File: config.mk
export PLATFORM = sky130hd
export DESIGN_NAME = pmic_state_ctrl
export DESIGN_NICKNAME = d
export VERILOG_FILES = /design/src/design/pmic_state_pkg.sv /design/src/design/pmic_state_ctrl.sv
export SDC_FILE = /design/constraint.sdc
export NUM_CORES = 1
export LEC_CHECK = 0
export ABC_AREA = 1
export BUFFER_PORTS_ARGS = -buffer_cell sky130_fd_sc_hd__buf_4
export CELL_PAD_IN_SITES_DETAIL_PLACEMENT = 1
export CELL_PAD_IN_SITES_GLOBAL_PLACEMENT = 1
export CORE_MARGIN = 3
export CORE_UTILIZATION = 33
export CTS_CLUSTER_SIZE = 16
export DETAILED_ROUTE_END_ITERATION = 12
export HOLD_SLACK_MARGIN = 0.12
export PLACE_DENSITY_LB_ADDON = 0.1
export SKIP_LAST_GASP = 1
export SLEW_MARGIN = 20
export SYNTH_ARGS = -nofsm -noshare
export SYNTH_HDL_FRONTEND = slang
export SYNTH_SLANG_ARGS = --single-unit
File: constraint.sdc
create_clock -name core_clk -period 8.9 [get_ports core_clk]
set_input_delay 0.89 -clock core_clk [delete_from_list [all_inputs] [get_ports core_clk]]
set_output_delay 0.89 -clock core_clk [all_outputs]
set_load 0.01 [all_outputs]
File: src/design/pmic_state_pkg.sv
package pmic_state_pkg;

    // ------------------------------------------------------------
    // Sizes
    // ------------------------------------------------------------
    localparam int NRAIL = 5;
    localparam int NRST = 3;
    localparam int NREG = 6;
    localparam int DCNT_W = 20;
    localparam int RETRY_W = 24;

    // ------------------------------------------------------------
    // Timing
    // ------------------------------------------------------------
    localparam int CLK_HZ = 10_000_000;
    localparam int RETRY_TIME_MS = 100;
    localparam int RETRY_CYC = RETRY_TIME_MS * (CLK_HZ / 1000);
    localparam int DLY_UNIT_US = 100;
    localparam int DLY_UNIT_CYC = DLY_UNIT_US * (CLK_HZ / 1_000_000);

    // ------------------------------------------------------------
    // Register indices (byte address = index * 4)
    // ------------------------------------------------------------
    localparam logic [5:0] CTRL_IDX = 6'h00;
    localparam logic [5:0] MASK_IDX = 6'h01;
    localparam logic [5:0] RMASK_IDX = 6'h02;
    localparam logic [5:0] LP_ON_IDX = 6'h03;
    localparam logic [5:0] ON_DLY_IDX = 6'h04;
    localparam logic [5:0] OFF_DLY_IDX = 6'h05;
    localparam logic [5:0] STAT_IDX = 6'h06;

    // ------------------------------------------------------------
    // Field positions
    // ------------------------------------------------------------
    localparam int SLP_REQ_BIT = 0;
    localparam int SLP_ARM_BIT = 1;
    localparam int DP_REQ_BIT = 2;
    localparam int DP_ARM_BIT = 3;
    localparam int DP_SEL_BIT = 4;
    localparam int RF_DIS_BIT = 5;
    localparam int TH_MASK_BIT = 5;
    localparam int OV_MASK_POS = 0;
    localparam int UV_MASK_POS = 8;
    localparam int LP_ON_POS = 0;
    localparam int DP_ON_POS = 8;
    localparam int DLY_CODE_W = 4;
    localparam int ST_POS = 0;
    localparam int EN_POS = 8;
    localparam int OV_POS = 16;
    localparam int UV_POS = 24;
    localparam int TH_BIT = 30;
    localparam int PIN_BIT = 31;

    // ------------------------------------------------------------
    // Reset values and writable bits, entry i is register index i
    // ------------------------------------------------------------
    localparam logic [NREG-1:0][31:0] REG_RST = {
        32'h0000_0000, 32'h0000_0000, 32'h0000_0000,
        32'h0000_0000, 32'h0000_0000, 32'h0000_0000};
    localparam logic [NREG-1:0][31:0] REG_WMASK = {
        32'h000f_ffff, 32'h000f_ffff, 32'h0000_1f1f,
        32'h0000_1f1f, 32'h0000_0020, 32'h0000_003f};

    typedef enum logic [2:0] {
        ST_RESET, ST_SEQ_START, ST_ACTIVE, ST_SLEEP,
        ST_DEEP, ST_THERMAL, ST_RAIL_FAULT
    } op_state_t;

    typedef struct packed {
        logic input_power_good;
        logic thermal_fault;
        logic [NRAIL-1:0] over_voltage_fault;
        logic [NRAIL-1:0] under_voltage_fault;
        logic [NRAIL-1:0] ramp_done;
    } pmic_pins_t;

    typedef struct packed {
        op_state_t st;
        logic pin_s1;
        logic pin_s2;
        logic pin_prev;
        logic [1:0] prime;
        pmic_pins_t sy1;
        pmic_pins_t sy2;
        logic [NREG-1:0][31:0] regs;
        logic [NRAIL-1:0] en;
        logic [NRAIL-1:0][DCNT_W-1:0] dcnt;
        logic [RETRY_W-1:0] retry;
        logic rst_out;
        logic irq_n;
        logic txn_rst;
        logic ack;
        logic [31:0] rdata;
    } ctl_state_t;

endpackage

File: src/design/pmic_state_ctrl.sv
// Local design decisions: the Avalon-MM interface to the registers and the address map.
`timescale 1ns/100ps
// Notes on behaviour
// - Light sleep needs request and arm both set
// - Leave light sleep once its condition drops
// - Rails follow light-sleep settings with delays
// - Register bus keeps working in sleep states
// - Select 0: pin low, arm, request enter deep
// - Select 1: pin low and arm enter deep
// - Every pin rise after power-up sets arm
// - Armed pin fall enters deep sleep
// - Leave deep sleep once its condition drops
// - Fault in deep sleep returns to active
// - Fault exit from deep clears arm
// - No automatic deep re-entry after fault exit
// - Separate deep-sleep rail settings with delays
// - Thermal: all rails off, resets low
// - Thermal mask gates only the interrupt
// - OV anytime, UV after ramp: rail fault
// - Rail fault retries to active after 100ms
// - Shutdown disable bit blocks rail-fault state
// - Overcurrent alone never causes rail fault
// - Rail masks gate only the interrupt
// - Reset, sequence start, then chosen state
// - Serial reset pulse on sleep or fault entry
// - Power loss: reset state, rails off, defaults
module pmic_state_ctrl #(
    parameter int unsigned RETRY_CYCLES = pmic_state_pkg::RETRY_CYC,
    parameter int unsigned DLY_UNIT = pmic_state_pkg::DLY_UNIT_CYC
) (
    input wire logic core_clk,
    input wire logic arst_n,
    input wire logic [7:0] avs_address,
    input wire logic avs_read,
    input wire logic avs_write,
    input wire logic [31:0] avs_writedata,
    input wire logic [3:0] avs_byteenable,
    output logic [31:0] avs_readdata,
    output logic avs_waitrequest,
    input wire logic power_enable_input,
    input wire pmic_state_pkg::pmic_pins_t pins,
    output logic [pmic_state_pkg::NRAIL-1:0] regulator_enable,
    output logic [pmic_state_pkg::NRST-1:0] reset_out_low,
    output logic interrupt_out_low,
    output logic serial_txn_reset,
    output pmic_state_pkg::op_state_t op_state
);
    import pmic_state_pkg::*;

    ctl_state_t q;
    ctl_state_t d;

    // ------------------------------------------------------------
    // Per-rail target level and sequencing delay
    // ------------------------------------------------------------
    logic [NRAIL-1:0] tgt;
    logic [NRAIL-1:0][DCNT_W-1:0] lim;

    genvar gi;
    generate
        for (gi = 0; gi < NRAIL; gi++) begin : g_rail
            logic [DLY_CODE_W-1:0] on_code;
            logic [DLY_CODE_W-1:0] off_code;
            logic [DLY_CODE_W-1:0] code;
            assign on_code = q.regs[ON_DLY_IDX][gi*DLY_CODE_W +: DLY_CODE_W];
            assign off_code = q.regs[OFF_DLY_IDX][gi*DLY_CODE_W +: DLY_CODE_W];
            assign code = q.en[gi] ? off_code : on_code;
            assign lim[gi] = DCNT_W'(code * DLY_UNIT);
            always_comb begin
                case (q.st)
                    ST_SLEEP: tgt[gi] = q.regs[LP_ON_IDX][LP_ON_POS + gi];
                    ST_DEEP: tgt[gi] = q.regs[LP_ON_IDX][DP_ON_POS + gi];
                    ST_ACTIVE, ST_SEQ_START: tgt[gi] = 1'b1;
                    default: tgt[gi] = 1'b0;
                endcase
            end
        end
    endgenerate

    // ------------------------------------------------------------
    // Next state
    // ------------------------------------------------------------
    function automatic logic [31:0] merge(input logic [31:0] old,
                                          input logic [31:0] wd,
                                          input logic [31:0] m);
        merge = (old & ~m) | (wd & m);
    endfunction

    logic pin;
    logic rise;
    logic th;
    logic [NRAIL-1:0] ov;
    logic [NRAIL-1:0] uv;
    logic rail_flt;
    logic flt_go;
    logic dp_go;
    logic sl_go;
    logic [5:0] idx;
    logic [31:0] bem;
    logic [31:0] stat;
    logic [31:0] rd;
    logic off_all;

    always_comb begin
        d = q;
        // Pin and fault lines are asynchronous to the core clock
        d.pin_s1 = power_enable_input;
        d.pin_s2 = q.pin_s1;
        d.sy1 = pins;
        d.sy2 = q.sy1;
        d.prime = {q.prime[0], 1'b1};
        pin = q.pin_s2;
        // Prime holds off edge detection until the chain is valid
        d.pin_prev = q.prime[1] ? pin : 1'b1;
        rise = q.prime[1] & pin & ~q.pin_prev;
        th = q.sy2.thermal_fault;
        ov = q.sy2.over_voltage_fault;
        uv = q.sy2.under_voltage_fault;
        // No overcurrent input: it only matters through its UV
        rail_flt = (|ov) | (|(uv & q.sy2.ramp_done));
        flt_go = rail_flt & ~q.regs[CTRL_IDX][RF_DIS_BIT];
        dp_go = ~pin & q.regs[CTRL_IDX][DP_ARM_BIT]
              & (q.regs[CTRL_IDX][DP_SEL_BIT] | q.regs[CTRL_IDX][DP_REQ_BIT]);
        sl_go = q.regs[CTRL_IDX][SLP_REQ_BIT] & q.regs[CTRL_IDX][SLP_ARM_BIT];

        // --------------------------------------------------------
        // Register bus, one wait cycle per access in every state
        // --------------------------------------------------------
        idx = avs_address[7:2];
        bem = {{8{avs_byteenable[3]}}, {8{avs_byteenable[2]}},
               {8{avs_byteenable[1]}}, {8{avs_byteenable[0]}}};
        d.ack = (avs_read | avs_write) & ~q.ack;
        stat = 32'h0000_0000;
        stat[ST_POS +: 3] = q.st;
        stat[EN_POS +: NRAIL] = q.en;
        stat[OV_POS +: NRAIL] = ov;
        stat[UV_POS +: NRAIL] = uv;
        stat[TH_BIT] = th;
        stat[PIN_BIT] = pin;
        if (idx < 6'(NREG)) begin
            rd = q.regs[idx[2:0]] & REG_WMASK[idx[2:0]];
        end else if (idx == STAT_IDX) begin
            rd = stat;
        end else begin
            rd = 32'h0000_0000;
        end
        if (avs_read & ~q.ack) begin
            d.rdata = rd;
        end
        if (avs_write & q.ack & (idx < 6'(NREG))) begin
            d.regs[idx[2:0]] = merge(q.regs[idx[2:0]], avs_writedata,
                                     bem & REG_WMASK[idx[2:0]]);
        end

        // --------------------------------------------------------
        // Operating state
        // --------------------------------------------------------
        d.retry = '0;
        if (!q.sy2.input_power_good) begin
            d.st = ST_RESET;
            d.regs = REG_RST;
            d.prime = 2'b00;
        end else begin
            case (q.st)
                ST_RESET: begin
                    d.st = ST_SEQ_START;
                end
                ST_SEQ_START, ST_ACTIVE, ST_SLEEP: begin
                    if (th) begin
                        d.st = ST_THERMAL;
                    end else if (flt_go) begin
                        d.st = ST_RAIL_FAULT;
                    end else if (dp_go) begin
                        d.st = ST_DEEP;
                    end else if (sl_go) begin
                        d.st = ST_SLEEP;
                    end else begin
                        d.st = ST_ACTIVE;
                    end
                end
                ST_DEEP: begin
                    if (th | rail_flt) begin
                        d.st = ST_ACTIVE;
                        d.regs[CTRL_IDX][DP_ARM_BIT] = 1'b0;
                    end else if (!dp_go) begin
                        d.st = sl_go ? ST_SLEEP : ST_ACTIVE;
                    end
                end
                ST_THERMAL: begin
                    if (!th) begin
                        d.st = ST_SEQ_START;
                    end
                end
                ST_RAIL_FAULT: begin
                    d.retry = q.retry + RETRY_W'(1);
                    if (th) begin
                        d.st = ST_THERMAL;
                    end else if (q.retry == RETRY_W'(RETRY_CYCLES - 1)) begin
                        d.st = ST_ACTIVE;
                    end
                end
                default: begin
                    d.st = ST_RESET;
                end
            endcase
            // Arming by the pin wins over a clear in the same cycle
            if (rise) begin
                d.regs[CTRL_IDX][DP_ARM_BIT] = 1'b1;
            end
        end

        d.txn_rst = (d.st != q.st) & ((d.st == ST_SLEEP) | (d.st == ST_DEEP)
                  | (d.st == ST_THERMAL) | (d.st == ST_RAIL_FAULT));
        d.rst_out = (d.st == ST_ACTIVE) | (d.st == ST_SLEEP)
                  | (d.st == ST_DEEP);

        // --------------------------------------------------------
        // Rail enables
        // --------------------------------------------------------
        // Faults cut the rails at once, without sequencing delays
        off_all = (q.st == ST_RESET) | (q.st == ST_THERMAL)
                | (q.st == ST_RAIL_FAULT);
        for (int i = 0; i < NRAIL; i++) begin
            if (off_all) begin
                d.en[i] = 1'b0;
                d.dcnt[i] = '0;
            end else if (q.en[i] != tgt[i]) begin
                if (q.dcnt[i] >= lim[i]) begin
                    d.en[i] = tgt[i];
                    d.dcnt[i] = '0;
                end else begin
                    d.dcnt[i] = q.dcnt[i] + DCNT_W'(1);
                end
            end else begin
                d.dcnt[i] = '0;
            end
        end

        d.irq_n = ~((th & ~q.regs[MASK_IDX][TH_MASK_BIT])
                | (|(ov & ~q.regs[RMASK_IDX][OV_MASK_POS +: NRAIL]))
                | (|(uv & q.sy2.ramp_done
                     & ~q.regs[RMASK_IDX][UV_MASK_POS +: NRAIL])));
    end

    // ------------------------------------------------------------
    // State register
    // ------------------------------------------------------------
    always_ff @(posedge core_clk or negedge arst_n) begin
        if (!arst_n) begin
            q <= '0;
            q.st <= ST_RESET;
            q.pin_prev <= 1'b1;
            q.regs <= REG_RST;
            q.irq_n <= 1'b1;
        end else begin
            q <= d;
        end
    end

    assign avs_readdata = q.rdata;
    assign avs_waitrequest = (avs_read | avs_write) & ~q.ack;
    assign regulator_enable = q.en;
    assign reset_out_low = {NRST{q.rst_out}};
    assign interrupt_out_low = q.irq_n;
    assign serial_txn_reset = q.txn_rst;
    assign op_state = q.st;

endmodule

Word level (Yosys, flattened, before mapping)
Memory sizes are Yosys's and may differ from the RTL's. Index checks and enable logic that the tools add are counted.

Flip-flop bits (word level): 399. Bits in read-only memories: 256. Bits of input ports: 66. Output and inout port bits: 46. Memories kept: 1.

Memories: (name not given) (depth 8, width 32, rd ports 1, clocked after memory_dff 0, write ports 0, line pmic_state_ctrl.sv:152) `bem & REG_WMASK[idx[2:0]]);`.

$add $sub $neg: 6. $mul: 5. $lt $le $gt $ge: 8. Equality and inequality tests: 20. Mux-type cells: 70. Bitwise operators: 42. Reductions and logical operators: 23.

Operators by type and width (count): $mux W20 (15); $bwmux W192 (1); $mux W192 (1); $mux W188 (1); $mux W32 (5); $and A32 B32 Y32 (4); $add A20 B1 Y20 const B (5); $ge A20 B14 Y1 (5); $bmux W32 S3 (1); $demux W32 S3 (1); $mul A4 B7 Y11 const B (5); $mux W24 (2); $not A32 Y32 (1); $or A32 B32 Y32 (1); $mux W3 (10); $add A24 B1 Y24 const B (1); $eq A24 B20 Y1 const B (1); $mux W1 (21); $mux W4 (5); $reduce_bool A2 Y1 (10); $reduce_or A5 Y1 (4); $eq A3 B3 Y1 const B (6); $and A5 B5 Y5 (3); $pmux W1 S3 (5); other kinds (20) (60).

Logic depth before layout (Yosys ltp)
Gate-level depths: netlist of run 1.

Depth after elaboration: 13. Depth in mapped cells: 25.

Worst setup path after synthesis of run 1
OpenSTA, ideal clock, no wires.

Path kind: reg2reg. Start: reg q (netlist bit regulator_enable[4]). End: reg q[152] in the netlist's numbering. Library setup time: 69 ps. Data arrival time: 4461 ps. Setup slack: 4370 ps. Stages on the path, launching flop included: 25. Path buffers: 2. Period minus slack after synthesis: 4530 ps. Cells stage by stage: dfrtp_1 clkbuf_1 o21ai_0 inv_1 fa_1 inv_1 fa_1 inv_1 ha_1 a21oi_1 nand2_1 a21o_1 nand2_1 nand2_1 nand2_1 nand2_1 a21oi_1 xor2_1 ha_1 a21oi_1 nand3_1 nor2_4 nand3_2 buf_6 nor2_2.

RTL lines: from (decl) (line pmic_state_ctrl.sv:50) `ctl_state_t q;`.

==> results of run 1 <==
## power breakdown
part	total, uW	internal, uW	switching, uW
Clock	1790	1080	709
Sequential	1560	1500	52.6
Combinational	1650	627	1020
Total	4990	3210	1780
## registers in the layout (all words and copies together), names as in the netlist, 5 cells and up
name and flops:
g_rail.off_code 20, avs_readdata 28, q 214, uv 5, regulator_enable 5, g_rail.on_code 20, ov 5, d 18
## metrics by stage
stage	utilization	hold WS, ns	total power, uW	worst slack, ns
after global placement	0.3594	0.3324	3209	3.385
after CTS	0.3862	0.3495	5105	3.165
after floorplan	-	0.3312	2813	4.370
after global routing	0.3862	0.3570	5406	2.779
final	0.3862	0.3450	4994	3.334
after detailed placement	0.3594	0.3363	3268	3.193
## Yosys cell counts (12+ instances only)
cell type / count / area [sq um]
nand2_1: 406 / 1524
dfrtp_1: 321 / 8033
inv_1: 308 / 1156
nor2_1: 142 / 533.0
ha_1: 136 / 1702
o21ai_0: 107 / 535.5
nand3_1: 87 / 435.4
a21oi_1: 59 / 295.3
o22ai_1: 58 / 362.9
xor2_1: 49 / 429.2
buf_4: 47 / 352.8
nor2_2: 41 / 256.5
xnor2_1: 39 / 341.6
fa_1: 35 / 700.7
nor3_1: 30 / 150.1
nand4_1: 23 / 143.9
o21ai_1: 20 / 100.1
clkbuf_1: 16 / 60.06
inv_2: 15 / 56.30
buf_2: 12 / 60.06
## logic make-up (layout without fill, tap and decap cells)
logic type	after synthesis	in the layout	synth area share
other	1	29	0.0002054
flip-flops	323	323	0.4428
XOR/XNOR	88	88	0.04221
AND/OR/NAND/NOR	784	784	0.1915
buffers and inverters	406	502	0.09600
adder cells (fa/ha/maj)	171	171	0.1316
AO/OA/AOI/OAI	301	301	0.09573
## worst max-delay path: cells and delay by family (launching register included)
family	cells	cell delay, ns
flops	1	0.51
compound gates	6	1.50
simple gates	7	1.11
buf+inv	3	0.37
xor+xnor	1	0.19
fa+ha+maj	4	1.79
## per-layer routing
metal	wire length, um	part of all wire	vias up	global-route usage
li1	-	-	6798	-
met1	24030	0.48	6777	0.2446
met2	23060	0.46	165	0.2877
met3	1766	0.035	58	0.02812
met4	932	0.019	0	0.04454
met5	0	0	-	0
## final cells by class
type                            count  share of cell area
Multi-Input combinational cell   1373              0.4070
Sequential cell                   323              0.3860
Inverter                          324             0.05805
Clock buffer                       56             0.05608
Tap cell                          696             0.04157
Timing Repair Buffer              103             0.03787
Clock inverter                     19             0.01338
## path summary, 6_finish.rpt
check,start,slack [ns],endpoint
max,regulator_enable[1]$_DFFE_PN0P_,3.33,q[80]$_DFF_PN0_
min,d[358]$_DFF_PN0_,0.34,q[358]$_DFF_PN0_
max reg2reg,regulator_enable[1]$_DFFE_PN0P_,3.33,q[80]$_DFF_PN0_
min reg2reg,d[358]$_DFF_PN0_,0.34,q[358]$_DFF_PN0_
max in group asynchronous,arst_n,7.04,avs_readdata[16]$_DFFE_PN0P_
min in group asynchronous,arst_n,0.40,q[83]$_DFF_PN0_
==> reports/qor.txt, run 1 <==
Status = complete, no violations
Register bit count reported by yosys = 323
Async S/R FF share, synth = 1.000
Total track usage = 0.1759
Max incr delay on CP = 0.79 ns
Worst-path clk slew = 0.06 ns
Max Cap Viol = 0
Critical path arrival = 6.04 ns
Average cell area after synthesis = 8.804 sq um
Worst Hold Class = reg2reg
Startpoint Class = flip-flop
Final GP Congestion = 0.7866
Synth Cell Area = 18260 sq um
Fill count = 6350
CP Max Fanout = 15
Crit-path slowest cell = o21ai_0
Port Buffers = 92
Remaining routing DRC violations = 0
Post-route insts no fill = 2894
Multi-input gate area = 8527 sq um
Worst R2R Path Depth = 21
Worst skew pair latency = 0.58 ns
Die Ht = 241.2 um
Hold Path Cell Cnt = 0
Final setup vio count = 0
Grt total ovfl = 0
Sequential cell area fraction in the yosys report = 0.4428
WP data required = 9.38 ns
Pin count of the biggest net entering global routing = 156
Postcts setup bufs = 0
Worst Path Class, Setup = reg2reg
Synth warn = 0
Layout cells sized above 1 = 0.1215
Setup TNS = 0 ns
Leakage power = 0.01040 uW
Die span in x = 241.2 um
Drt wl/cell = 17.20 um
Dpl hpwl = 36.80 mm
Slew HR = 0.3001
CTS buffer count = 42
Syn Inst Count = 2074
# clock sinks = 323
Period utilization = 0.6254
Starting density of the core = 0.3367
Area grow syn2layout = 14.73%
Placed insts = 2819
Max VDD drop = 0.1367 mV
Clock period minus final worst setup slack = 5.566 ns
Vias per std cell = 4.768
Diode count = 0
Actual slew at the worst max-slew pin = 1.047 ns
Final hold violation count = 0
Die ar. = 58190 sq um
Sequential Area = 8087 sq um
Achievable clock frequency = 179.7 MHz
Fin area = 20950 sq um
Clock skew = 0.03275 ns
Placed inst area = 19490 sq um
Post-CTS Hold Buffers = 0
Most frequent cells in the layout = nand2_1 (406), dfrtp_1 (320), inv_1 (308)
CP most frequent cell = a21oi_1
Power Density = 238.4 nW/um^2
Main synth FF type = dfrtp_1
Worst setup EP type = flip-flop
Post_cts resized = 0
CTS root buf = clkbuf_16
CTS tree = yes
Num ports = 112
Clock buffer depth = 3
First-pass GRT wire length = 80.68 mm
H-tree depth = 2
FP Rows = 85
Post-synth EDFFs = 0
Via count = 13800
Slew Viols, Final = 0
Post-route ant nets = 0
Initial DRC Count = 654
Initial antenna violation count = 0
CP cell instances = o21ai_0 > inv_1 > fa_1 > inv_1 > fa_1 > inv_1 > ha_1 > a21oi_1 > nand2_1 > a21oi_1 > o21bai_1 > nand2_1 > nand2_1 > a21oi_1 > xor2_1 > ha_1 > a21oi_1 > nand3_1 > nor2_4 > nand3_2 > nor2_1
Nets = 2404
Vias in the first global route = 14590
Pre-antenna DRT Iters = 5
Most common cell after layout, fill and taps aside = nand2_1
Placeable Area = 54240 sq um
Cell variety after synth = 51
Post-Route WL = 49.79 mm
RSZ-0062 raised after global routing = no
Power figures use the tool's default switching activity.
==> inputs of run 2 (changes only) <==
==> constraint.sdc (replaced) <==
create_clock -name core_clk -period 4.8 [get_ports core_clk]
set_input_delay 0.48 -clock core_clk [delete_from_list [all_inputs] [get_ports core_clk]]
set_output_delay 0.48 -clock core_clk [all_outputs]
set_load 0.01 [all_outputs]
==> reports/qor.txt, run 2 (synthesis results as in run 1) <==
Status = complete, no violations
Vias per std cell = 4.785
Achievable clock frequency = 225.0 MHz
Worst Path Class, Setup = reg2reg
WP data required = 5.29 ns
GR Layer Usage met2 = 0.3031
Most frequent cells in the layout = nand2_1 (406), dfrtp_1 (315), inv_1 (306)
Final setup vio count = 0
Layout cells sized above 1 = 0.1475
Area grow syn2layout = 17.90%
Critical path arrival = 4.94 ns
Drt wl/cell = 17.43 um
Final GP Congestion = 0.7789
CTS tree = yes
Dpl hpwl = 38.22 mm
Terminus of the critical flop-to-flop path = q[101]$_DFF_PN0_
Max reg flops = 214
Max VDD drop = 0.2288 mV
Grt total ovfl = 0
Placeable Area = 54240 sq um
Worst skew pair latency = 0.57 ns
Post-route insts no fill = 2960
Vias in the first global route = 15340
Worst Hold Class = in2reg
Post-Route WL = 51.61 mm
Die span in x = 241.2 um
Num ports = 112
Worst-path clk slew = 0.05 ns
Worst setup EP type = flip-flop
Slew HR = 0.3183
Setup TNS = 0 ns
Remaining routing DRC violations = 0
Diode count = 0
Initial antenna violation count = 0
Clock period minus final worst setup slack = 4.445 ns
Port Buffers = 92
Worst Setup SP = regulator_enable[2]$_DFFE_PN0P_
Pin count of the biggest net entering global routing = 123
First-pass GRT wire length = 83.46 mm
Worst R2R Path Depth = 25
Power Density = 435.1 nW/um^2
GR Layer Usage met1 = 0.2491
Post-route ant nets = 0
Placed insts = 2863
Final hold violation count = 0
Fill count = 6291
Met3 Resource Use GR = 0.02880
FP Rows = 85
Slew Viols, Final = 0
Via count = 14170
Initial DRC Count = 570
Starting density of the core = 0.3367
Nets = 2471
Startpoint Class = flip-flop
RR Startpoint = regulator_enable[2]$_DFFE_PN0P_
Reg2Reg Setup Slack = 0.36 ns
Hold path endpoint = q[32]$_DFF_PN0_
CTS buffer count = 41
Total track usage = 0.1821
CTS root buf = clkbuf_16
Actual slew at the worst max-slew pin = 1.020 ns
Clock buffer depth = 3
Largest Register = q
Pre-antenna DRT Iters = 4
Die Ht = 241.2 um
Most Crowded Layer GR = met2
Leakage power = 0.01068 uW
Clock skew = 0.01582 ns
Hold Path Cell Cnt = 3
Max Cap Viol = 0
# clock sinks = 323
Period utilization = 0.9260
Die ar. = 58190 sq um
H-tree depth = 2
CP Max Fanout = 15
Most common cell after layout, fill and taps aside = nand2_1
Worst min-delay path startpoint = avs_read
==> run 2: what timing repair did <==
| action | 4_1_cts | 5_1_grt |
|---|---|---|
| resized for setup | 0 | 28 |
| hold endpoints to repair | 136 | 0 |
| hold buffers | 19 | 0 |
| endpoints found under the setup margin | 0 | 80 |
| buffers inserted | 0 | 4 |
==> run 2: worst max path at each step <==
| stage | end | slack [ns] |
|---|---|---|
| after CTS | q[142]$_DFF_PN0_ | 0.07 |
| after global placement | q[143]$_DFF_PN0_ | 0.24 |
| final | q[101]$_DFF_PN0_ | 0.36 |
| after global routing | q[101]$_DFF_PN0_ | -0.003 |
| after floorplan | q[152]$_DFF_PN0_ | 0.27 |
| after detailed placement | q[142]$_DFF_PN0_ | 0.09 |
==> run 2: metrics by stage <==
step | hold WS [ns] | total power [uW] | setup slack [ns] | instance area, sq um | util
floorplan | 0.1844 | 5217 | 0.2700 | 18370 | -
global placement | 0.3325 | 6164 | 0.2413 | 19870 | 0.3664
detailed placement | 0.3362 | 6306 | 0.08822 | 19870 | 0.3664
CTS | 0.1666 | 9462 | 0.06852 | 21390 | 0.3944
global route | 0.2227 | 10180 | -0.003007 | 21530 | 0.3969
finish | 0.2038 | 9366 | 0.3553 | 21530 | 0.3969
==> run 2: critical path, cell delays in order (launching register included) <==
cell and delay [ns]:
dfrtp_2 0.44, buf_4 0.16, o21ai_0 0.13, buf_4 0.14, inv_1 0.06, fa_1 0.57
inv_1 0.06, fa_1 0.50, inv_1 0.07, ha_4 0.25, a21oi_1 0.15, nand2_1 0.10
a21o_1 0.18, a21oi_2 0.14, o21ai_0 0.10, nand2_1 0.09, nand2_1 0.05, nand2_1 0.05
nand2_1 0.05, ha_1 0.28, a21oi_1 0.15, nand3_1 0.13, nor2_4 0.16, nand3_2 0.11
buf_12 0.17, nor2_1 0.09
==> run 2: report_power, final <==
part	leakage [uW]	internal (uW)	switching, uW
Sequential	0.00434	2790	70.9
Clock	0.000657	1780	1270
Combinational	0.00568	1430	2020
==> run 2: layer usage <==
layer,part of all wire,up-vias
met1,0.48,7027
met5,0,-
li1,-,6921
met3,0.032,57
met2,0.47,160
met4,0.019,0
==> run 2: area by class of cell <==
class | instances | area, sq um | area share
clock inverters | 13 | 100.1 | 0.004650
repair buffers | 171 | 1419 | 0.06591
well taps | 696 | 870.8 | 0.04045
multi-input cells | 1373 | 8601 | 0.3995
flip-flops and latches | 323 | 8093 | 0.3759
inverters | 324 | 1216 | 0.05649
clock buffers | 60 | 1229 | 0.05707
